File: config.mk
export PLATFORM = sky130hd
export DESIGN_NAME = timer_cmp_pwm
export DESIGN_NICKNAME = d
export VERILOG_FILES = /design/src/include/timer_pkg.sv /design/src/include/timer_if.sv /design/src/count_core.sv /design/src/timer_cmp_pwm.sv
export SDC_FILE = /design/constraint.sdc
export NUM_CORES = 1
export LEC_CHECK = 0
export BUFFER_PORTS_ARGS = -buffer_cell sky130_fd_sc_hd__buf_4
export CAP_MARGIN = 10
export CORE_MARGIN = 10
export CORE_UTILIZATION = 50
export DETAILED_ROUTE_END_ITERATION = 6
export HOLD_SLACK_MARGIN = 0.08
export PLACE_DENSITY = 0.79
export SLEW_MARGIN = 20
export SYNTH_ARGS = -nofsm -noshare
export SYNTH_HDL_FRONTEND = slang
export SYNTH_HIERARCHICAL = 1
export SYNTH_SLANG_ARGS = --single-unit
File: constraint.sdc
create_clock -name hclk -period 7.4 [get_ports hclk]
set_input_delay 0.74 -clock hclk [delete_from_list [all_inputs] [get_ports hclk]]
set_output_delay 0.74 -clock hclk [all_outputs]
set_load 0.02 [all_outputs]
File: src/include/timer_pkg.sv
// constants, codes and helpers shared by the timer compare and waveform block
package timer_pkg;

  // ------------------------------------------------------------------
  // register byte addresses (one aligned word each, data in bits 7:0)
  // ------------------------------------------------------------------
  localparam logic [7:0] OFS_CTRL0 = 8'h00;
  localparam logic [7:0] OFS_CTRL1 = 8'h04;
  localparam logic [7:0] OFS_CNT_LO = 8'h08;
  localparam logic [7:0] OFS_CNT_HI = 8'h0c;
  localparam logic [7:0] OFS_CA_LO = 8'h10;
  localparam logic [7:0] OFS_CA_HI = 8'h14;
  localparam logic [7:0] OFS_CP = 8'h18;
  localparam logic [7:0] OFS_FLAGS = 8'h1c;

  // ------------------------------------------------------------------
  // field positions and reset values
  // ------------------------------------------------------------------
  localparam int EN_BIT = 3;
  localparam int MODE_HI = 7;
  localparam int MODE_LO = 6;
  localparam int ACT_HI = 5;
  localparam int ACT_LO = 4;
  localparam int OCL_BIT = 3;
  localparam int INV_BIT = 2;
  localparam int SWAP_BIT = 1;
  localparam int CSEL_BIT = 0;
  localparam int FLAG_A_BIT = 0;
  localparam int FLAG_P_BIT = 1;
  localparam logic [7:0] RST_BYTE = 8'h00;
  localparam logic [15:0] RST_WORD = 16'h0000;

  // ------------------------------------------------------------------
  // mode and pin action codes
  // ------------------------------------------------------------------
  localparam logic [1:0] MODE_CM = 2'h0;
  localparam logic [1:0] MODE_PWM = 2'h2;
  localparam logic [1:0] MODE_TC = 2'h3;
  localparam logic [1:0] ACT_NONE = 2'h0;
  localparam logic [1:0] ACT_LOW = 2'h1;
  localparam logic [1:0] ACT_HIGH = 2'h2;
  localparam logic [1:0] ACT_TOG = 2'h3;
  localparam logic [1:0] ACT_INACT = 2'h0;
  localparam logic [1:0] ACT_ACT = 2'h1;
  localparam logic [1:0] ACT_PWM = 2'h2;

  // ------------------------------------------------------------------
  // bus and arithmetic constants
  // ------------------------------------------------------------------
  localparam int HTRANS_ACTIVE_BIT = 1;
  localparam logic [16:0] FULL_SPAN = 17'h10000;
  localparam logic [7:0] LOW_ZERO = 8'h00;

  // compare-p value in timer clocks: n*256, or the full 16-bit span for zero
  function automatic logic [16:0] scaled_p(input logic [7:0] cp);
    scaled_p = (cp == RST_BYTE) ? FULL_SPAN : {1'b0, cp, LOW_ZERO};
  endfunction

endpackage

File: src/include/timer_if.sv
// signals between the register side and the counter core
`timescale 1ns/100ps
`default_nettype none
interface timer_if;
  logic en;
  logic rise;
  logic clr_a;
  logic [15:0] ca;
  logic [7:0] cp;
  logic [15:0] cnt;
  logic match_a;
  logic match_p;
  modport ctl(output en, rise, clr_a, ca, cp, input cnt, match_a, match_p);
  modport core(input en, rise, clr_a, ca, cp, output cnt, match_a, match_p);
endinterface
`default_nettype wire

File: src/count_core.sv
// 16-bit up counter with comparators a and p and clear selection
`timescale 1ns/100ps
`default_nettype none
module count_core (
  // clock and reset
  input wire logic hclk,
  input wire logic hresetn,
  // register side
  timer_if.core tif
);

  logic [15:0] cnt_r;
  logic [15:0] cnt_nxt;
  logic [16:0] cnt_inc;
  logic clear;

  // next count seen 17 bits wide so that a p match at zero means overflow
  assign cnt_inc = {1'b0, cnt_r} + 17'h00001;
  assign tif.match_p = tif.en && !tif.rise && (cnt_inc == timer_pkg::scaled_p(tif.cp));
  assign tif.match_a = tif.en && !tif.rise && (tif.ca != timer_pkg::RST_WORD) &&
                       (cnt_inc == {1'b0, tif.ca});
  assign clear = tif.clr_a ? tif.match_a : tif.match_p;
  // wrap past ffff is the overflow clear when no match is armed
  assign cnt_nxt = clear ? timer_pkg::RST_WORD : cnt_inc[15:0];
  assign tif.cnt = cnt_r;

  // restart at zero, hold when off
  always_ff @(posedge hclk or negedge hresetn) begin
    if (!hresetn) begin
      cnt_r <= timer_pkg::RST_WORD;
    end else if (tif.rise) begin
      cnt_r <= timer_pkg::RST_WORD;
    end else if (tif.en) begin
      cnt_r <= cnt_nxt;
    end
  end

endmodule
`default_nettype wire

File: src/timer_cmp_pwm.sv
// timer compare, pwm waveform and ahb-lite register slave
//
// Function
// - compare-a held in two rw bytes
// - compare-p byte matches counter upper byte
// - p match period n*256, zero gives 65536
// - p match or overflow clears when select low
// - compare mode raises both match flags
// - select high: a clears, no p flag
// - compare-a zero: overflow, no a flag
// - compare mode pin follows only a matches
// - action field: high, low, toggle, none
// - enable rise loads pin initial level
// - timer mode counts alike, pin undriven
// - pwm ignores select, swap picks roles
// - pwm raises a flag per comparator
// - pwm level, invert and forced levels
// - swap 0: period p*256, duty a
// - duty at or above period: always active
// - swap 1: period a, duty p*256
// - counting continues while output forced
// - compare action codes 00,01,10,11
// - pwm action codes forced inactive, forced active, pwm (10 and 11)
// - enable rise zeroes counter, fall holds
// - initial level bit meaning per mode
//
// Added by the designer: the AHB-Lite interface to the registers and the address map.
`timescale 1ns/100ps
`default_nettype none
module timer_cmp_pwm (
  // clock and reset
  input wire logic hclk,
  input wire logic hresetn,
  // ahb-lite slave
  input wire logic hsel,
  input wire logic [31:0] haddr,
  input wire logic [1:0] htrans,
  input wire logic hwrite,
  input wire logic [2:0] hsize,
  input wire logic [31:0] hwdata,
  input wire logic hready,
  output logic [31:0] hrdata,
  output logic hreadyout,
  output logic hresp,
  // output pin
  output logic timer_output_pin,
  output logic pin_oe_n
);

  // ------------------------------------------------------------------
  // bus phase tracking
  // ------------------------------------------------------------------
  typedef enum logic [3:0] {
    ST_IDLE = 4'b0001,
    ST_WR = 4'b0010,
    ST_RDW = 4'b0100,
    ST_RDO = 4'b1000
  } bus_state_t;

  bus_state_t state_r;
  bus_state_t state_nxt;
  logic [7:0] addr_r;
  logic hreadyout_r;
  logic [31:0] hrdata_r;
  logic accept;
  logic wr_commit;

  // a new address phase is only taken while our own ready is high
  assign accept = hsel && hready && htrans[timer_pkg::HTRANS_ACTIVE_BIT] &&
                  (state_r != ST_RDW);
  assign wr_commit = (state_r == ST_WR);

  always_comb begin
    state_nxt = ST_IDLE;
    unique case (state_r)
      ST_IDLE, ST_WR, ST_RDO: begin
        if (accept) begin
          state_nxt = hwrite ? ST_WR : ST_RDW;
        end
      end
      ST_RDW: begin
        state_nxt = ST_RDO;
      end
      default: begin
        state_nxt = ST_IDLE;
      end
    endcase
  end

  // reads take one wait state so a write just before is always seen
  always_ff @(posedge hclk or negedge hresetn) begin
    if (!hresetn) begin
      state_r <= ST_IDLE;
      hreadyout_r <= 1'b1;
      addr_r <= timer_pkg::RST_BYTE;
    end else begin
      state_r <= state_nxt;
      hreadyout_r <= (state_nxt != ST_RDW);
      if (accept) begin
        addr_r <= haddr[7:0];
      end
    end
  end

  // ------------------------------------------------------------------
  // software registers
  // ------------------------------------------------------------------
  logic en_r;
  logic en_d_r;
  logic [7:0] ctrl1_r;
  logic [7:0] ca_lo_r;
  logic [7:0] ca_hi_r;
  logic [7:0] cp_r;
  logic flag_a_r;
  logic flag_p_r;
  logic [7:0] wbyte;
  logic wr_ctrl0;
  logic wr_ctrl1;
  logic wr_ca_lo;
  logic wr_ca_hi;
  logic wr_cp;
  logic wr_flags;

  // write decode; unmapped addresses are ignored with an okay answer
  assign wbyte = hwdata[7:0];
  assign wr_ctrl0 = wr_commit && (addr_r == timer_pkg::OFS_CTRL0);
  assign wr_ctrl1 = wr_commit && (addr_r == timer_pkg::OFS_CTRL1);
  assign wr_ca_lo = wr_commit && (addr_r == timer_pkg::OFS_CA_LO);
  assign wr_ca_hi = wr_commit && (addr_r == timer_pkg::OFS_CA_HI);
  assign wr_cp = wr_commit && (addr_r == timer_pkg::OFS_CP);
  assign wr_flags = wr_commit && (addr_r == timer_pkg::OFS_FLAGS);

  always_ff @(posedge hclk or negedge hresetn) begin
    if (!hresetn) begin
      en_r <= 1'b0;
      ctrl1_r <= timer_pkg::RST_BYTE;
      ca_lo_r <= timer_pkg::RST_BYTE;
      ca_hi_r <= timer_pkg::RST_BYTE;
      cp_r <= timer_pkg::RST_BYTE;
    end else begin
      if (wr_ctrl0) en_r <= wbyte[timer_pkg::EN_BIT];
      if (wr_ctrl1) ctrl1_r <= wbyte;
      if (wr_ca_lo) ca_lo_r <= wbyte;
      if (wr_ca_hi) ca_hi_r <= wbyte;
      if (wr_cp) cp_r <= wbyte;
    end
  end

  // ------------------------------------------------------------------
  // field decode and counter core
  // ------------------------------------------------------------------
  logic [1:0] mode;
  logic [1:0] act;
  logic ocl;
  logic inv;
  logic swap;
  logic csel;
  logic is_cm;
  logic is_pwm;
  logic rise;
  logic [15:0] ca;

  assign mode = ctrl1_r[timer_pkg::MODE_HI:timer_pkg::MODE_LO];
  assign act = ctrl1_r[timer_pkg::ACT_HI:timer_pkg::ACT_LO];
  assign ocl = ctrl1_r[timer_pkg::OCL_BIT];
  assign inv = ctrl1_r[timer_pkg::INV_BIT];
  assign swap = ctrl1_r[timer_pkg::SWAP_BIT];
  assign csel = ctrl1_r[timer_pkg::CSEL_BIT];
  assign is_cm = (mode == timer_pkg::MODE_CM);
  assign is_pwm = (mode == timer_pkg::MODE_PWM);
  assign ca = {ca_hi_r, ca_lo_r};
  // enable edge taken against a delayed copy of the enable bit
  assign rise = en_r && !en_d_r;

  timer_if tif();

  assign tif.en = en_r;
  assign tif.rise = rise;
  assign tif.ca = ca;
  assign tif.cp = cp_r;
  assign tif.clr_a = is_pwm ? swap : csel;

  count_core u_core (
    .hclk(hclk),
    .hresetn(hresetn),
    .tif(tif)
  );

  // ------------------------------------------------------------------
  // match flags
  // ------------------------------------------------------------------
  logic set_a;
  logic set_p;
  logic clr_fa;
  logic clr_fp;

  assign set_a = tif.match_a;
  assign set_p = tif.match_p && (is_pwm || !csel);
  // write one to clear; a match in the same cycle keeps the flag set
  assign clr_fa = wr_flags && wbyte[timer_pkg::FLAG_A_BIT];
  assign clr_fp = wr_flags && wbyte[timer_pkg::FLAG_P_BIT];

  always_ff @(posedge hclk or negedge hresetn) begin
    if (!hresetn) begin
      flag_a_r <= 1'b0;
      flag_p_r <= 1'b0;
      en_d_r <= 1'b0;
    end else begin
      flag_a_r <= set_a || (flag_a_r && !clr_fa);
      flag_p_r <= set_p || (flag_p_r && !clr_fp);
      en_d_r <= en_r;
    end
  end

  // ------------------------------------------------------------------
  // output pin
  // ------------------------------------------------------------------
  logic level_r;
  logic level_nxt;
  logic [16:0] duty;
  logic pwm_on;
  logic pwm_lvl;
  logic pin_r;
  logic pin_nxt;
  logic oe_n_r;

  assign level_nxt = (is_cm && tif.match_a && act == timer_pkg::ACT_LOW) ? 1'b0 :
                     (is_cm && tif.match_a && act == timer_pkg::ACT_HIGH) ? 1'b1 :
                     (is_cm && tif.match_a && act == timer_pkg::ACT_TOG) ? !level_r :
                     level_r;

  assign duty = swap ? timer_pkg::scaled_p(cp_r) : {1'b0, ca};
  // duty past the period never ends
  assign pwm_on = (act == timer_pkg::ACT_ACT) ? 1'b1 :
                  (act == timer_pkg::ACT_INACT) ? 1'b0 :
                  ({1'b0, tif.cnt} < duty);
  assign pwm_lvl = pwm_on ? ocl : !ocl;
  assign pin_nxt = (rise ? ocl : (is_pwm ? pwm_lvl : level_nxt)) ^ inv;

  always_ff @(posedge hclk or negedge hresetn) begin
    if (!hresetn) begin
      level_r <= 1'b0;
      pin_r <= 1'b0;
      oe_n_r <= 1'b1;
    end else begin
      level_r <= rise ? ocl : level_nxt;
      pin_r <= pin_nxt;
      oe_n_r <= !(is_cm || is_pwm);
    end
  end

  // ------------------------------------------------------------------
  // read data
  // ------------------------------------------------------------------
  logic [7:0] rd_byte;

  assign rd_byte =
    (addr_r == timer_pkg::OFS_CTRL0) ? {4'h0, en_r, 3'h0} :
    (addr_r == timer_pkg::OFS_CTRL1) ? ctrl1_r :
    (addr_r == timer_pkg::OFS_CNT_LO) ? tif.cnt[7:0] :
    (addr_r == timer_pkg::OFS_CNT_HI) ? tif.cnt[15:8] :
    (addr_r == timer_pkg::OFS_CA_LO) ? ca_lo_r :
    (addr_r == timer_pkg::OFS_CA_HI) ? ca_hi_r :
    (addr_r == timer_pkg::OFS_CP) ? cp_r :
    (addr_r == timer_pkg::OFS_FLAGS) ? {6'h00, flag_p_r, flag_a_r} :
    timer_pkg::RST_BYTE;

  // data is captured in the wait cycle and held until the next read
  always_ff @(posedge hclk or negedge hresetn) begin
    if (!hresetn) begin
      hrdata_r <= 32'h00000000;
    end else if (state_r == ST_RDW) begin
      hrdata_r <= {24'h000000, rd_byte};
    end
  end

  assign hrdata = hrdata_r;
  assign hreadyout = hreadyout_r;
  assign hresp = 1'b0;
  assign timer_output_pin = pin_r;
  assign pin_oe_n = oe_n_r;
endmodule
`default_nettype wire

==> results.md <==
* Status: complete, no violations
* Pin count of the biggest net entering global routing at 77
* Worst r2r path cells at 12
* Setup bufs post-CTS at 0
* Cell with the most instances after synthesis: dfrtp_1
* RSZ-0062 raised after global routing: no
* Min Tclk post-route at 4.27 ns
* Register area at 0.00191 mm²
* Clock Skew at 0.0100 ns
* Fillers at 992
* PD cells at 175 mW/mm²
* Ys flop type: dfrtp_1
* Sequential share of the synthesized area at 33.0%
* H-tree depth at 3
* CP required at 7.63 ns
* Post-synth EDFFs at 0
* TritonCTS buffer count at 9
* Routed WL at 16,200 µm
* Drt initial violations at 507
* Top cell type's share of synthesized area at 31.7%
* Number of global-route vias before repair at 5,029
* Via count at 5,003
* Critical path peak fanout at 18
* Clock Tree Root: clkbuf_16
* CP Capture Type: flip-flop
* Final Power at 1.08 mW
* Syn Std Cell Area at 0.00577 mm²
* GRT Resource Usage Total at 19.9%
* Cts hold-fix bufs at 0
* Post-DP HPWL at 11,900 µm
* R2R Path Start: en_r$_DFFE_PN0P_
* Buffers on Ports at 32
* First-pass GRT wire length at 26,600 µm
* Leak at 2.79 nW
* Die Y at 127 µm
* Synth Register Bits at 76
* Mean routed wirelength per cell at 21.0 µm
* Drt first pass iters at 5
* Footprint of the multi-input gates at 0.00353 mm²
* N_diodes at 0
* Clock Tree Buf Depth at 2
* Post-DRT Antenna Nets at 0
* Clk slew on worst S/H paths at 0.06 ns
* Layout cells sized above 1 at 19.2%
* Hold Crit Class: reg -> reg
* Rows at 39
* Worst relative slew slack at 34.9%
* CP Launch Type: flip-flop
* Final hold vios at 0
* Peak supply drop at 134 µV
* Synthesis-to-layout area growth at 7.55%
* Worst reg-to-reg setup slack at 3.13 ns
* Fin crit share at 57.6%
* Grt ovf at 0
* Die X at 127 µm
* Commonest cells in the netlist: dfrtp_1, nand2_1, mux2_2
* Post-synth top area cell: dfrtp_1
* Slew @ Worst Pin at 0.976 ns
* Die Area at 0.0162 mm²
* Avg Synthesized Cell Area at 9.35 µm²
* CTS sink count at 76
* Setup-failing EPs final at 0
* Worst r2r dst: timer_output_pin$_DFF_PN0_
* Cells after Synth at 617
* I/O pin cnt at 110
* Std-Cell Core Area at 0.0114 mm²
* Via density at 6.48
* Hold path cells at 2
* Fmax achieved at 234 MHz
* Worst Hold Path EP: hrdata[3]$_DFFE_PN0P_
* Final setup TNS at 0 ns
* Crit path DAT at 4.49 ns
* Initial antenna violation count at 0
* Synthesis Warnings at 6
* Worst hold path startpoint: hrdata[3]$_DFFE_PN0P_
* DRC viols at 0
* Post-synthesis cell type count at 78
* Routability-driven placement congestion ratio at 0.965
* Nets at 715
* Max Slew Vio Count at 0
* CTS-repair resized insts at 0
* Clock latency on the worst-skew pair at 0.34 ns
* Synth area leaders: dfrtp_1, mux2_2, nand2_1
* TritonCTS clock tree: done
* Ys async rst share at 100%
* CP Class: reg -> reg
* Max cap viols at 0
* Initial Util at 50.7%
-- stage by stage --
stage	hold slack, ns	cell area (µm²)	cells	setup WS, ns	utilization (%)
floorplan	0.444	5860	641	4.28	-
global placement	0.466	5930	756	3.61	52.2
detailed placement	0.477	5930	756	3.31	52.2
CTS	0.490	6200	772	3.31	54.6
global route	0.516	6200	772	3.00	54.6
finish	0.487	6200	772	3.13	54.6
-- cell usage in the layout (no fill, tap or decap), drive strengths merged, types with 12 or more instances in the layout --
master,count
nor3,15
mux2i,16
nand2,62
xor2,14
o21ai,24
buf,36
dfrtp,73
mux2,44
nor2,31
inv,12
xnor2,22
nor4,30
nand4,15
nand3,19
ha,17
a21oi,22
conb,25
-- layer usage --
metal  vias up  wire length [µm]  GRT usage [%]
li1       2265                 -              -
met1      2486              7030           26.1
met2       218              7620           31.8
met3        34              1230           3.97
met4         0               348           7.23
met5         -                 0              0
-- cell families after synthesis --
logic type	share of synthesized area (%)
buffers and inverters	7.38
XOR/XNOR	6.38
multiplexers	11.4
adder cells (fa/ha/maj)	3.69
flip-flops	33.0
AO/OA/AOI/OAI	14.6
other	0.0650
AND/OR/NAND/NOR	23.5
-- worst max path at each step --
stage	startpoint	to	cells past startpoint
detailed placement	en_r$_DFFE_PN0P_	timer_output_pin$_DFF_PN0_	12
floorplan	u_core/tif.cnt[0]$_DFFE_PN0P_	timer_output_pin$_DFF_PN0_	13
global placement	u_core/tif.cnt[0]$_DFFE_PN0P_	timer_output_pin$_DFF_PN0_	12
finish	en_r$_DFFE_PN0P_	timer_output_pin$_DFF_PN0_	12
CTS	en_r$_DFFE_PN0P_	timer_output_pin$_DFF_PN0_	12
global route	en_r$_DFFE_PN0P_	timer_output_pin$_DFF_PN0_	12
-- final cells by class --
cell class / count / area share [%]
Clock buffer: 11 / 3.75
Clock inverter: 5 / 0.605
Inverter: 12 / 0.726
Multi-Input combinational cell: 489 / 57.0
Sequential cell: 76 / 30.7
Tap cell: 143 / 2.88
Timing Repair Buffer: 36 / 4.36
-- where the power goes --
| part | internal, mW | total [mW] | leakage, nW | switching (mW) |
|---|---|---|---|---|
| Combinational | 0.0795 | 0.191 | 1.68 | 0.112 |
| Sequential | 0.438 | 0.485 | 0.985 | 0.0473 |
| Clock | 0.228 | 0.408 | 0.126 | 0.179 |
-- worst max-delay path: stages, from the launching register on --
cell       delay [ns]
dfrtp_1          0.47
nand2b_1         0.23
inv_1            0.20
nand2b_1         0.52
a2111oi_0        0.61
nand4_1          0.29
nand4b_1         0.27
nor2_1           0.32
nor3b_1          0.30
a31oi_1          0.18
or4_1            0.43
and3_1           0.18
nor3b_2          0.15
-- flip-flops by register name, summed over array words and instances, names as in the netlist, 4 cells and up --
register / flops
state_r: 4
ctrl1_r: 8
u_core/tif.cnt: 16
cp_r: 8
hrdata: 8
addr_r: 8
ca_lo_r: 8
ca_hi_r: 8
No activity file was read; power rests on OpenSTA's default activity.
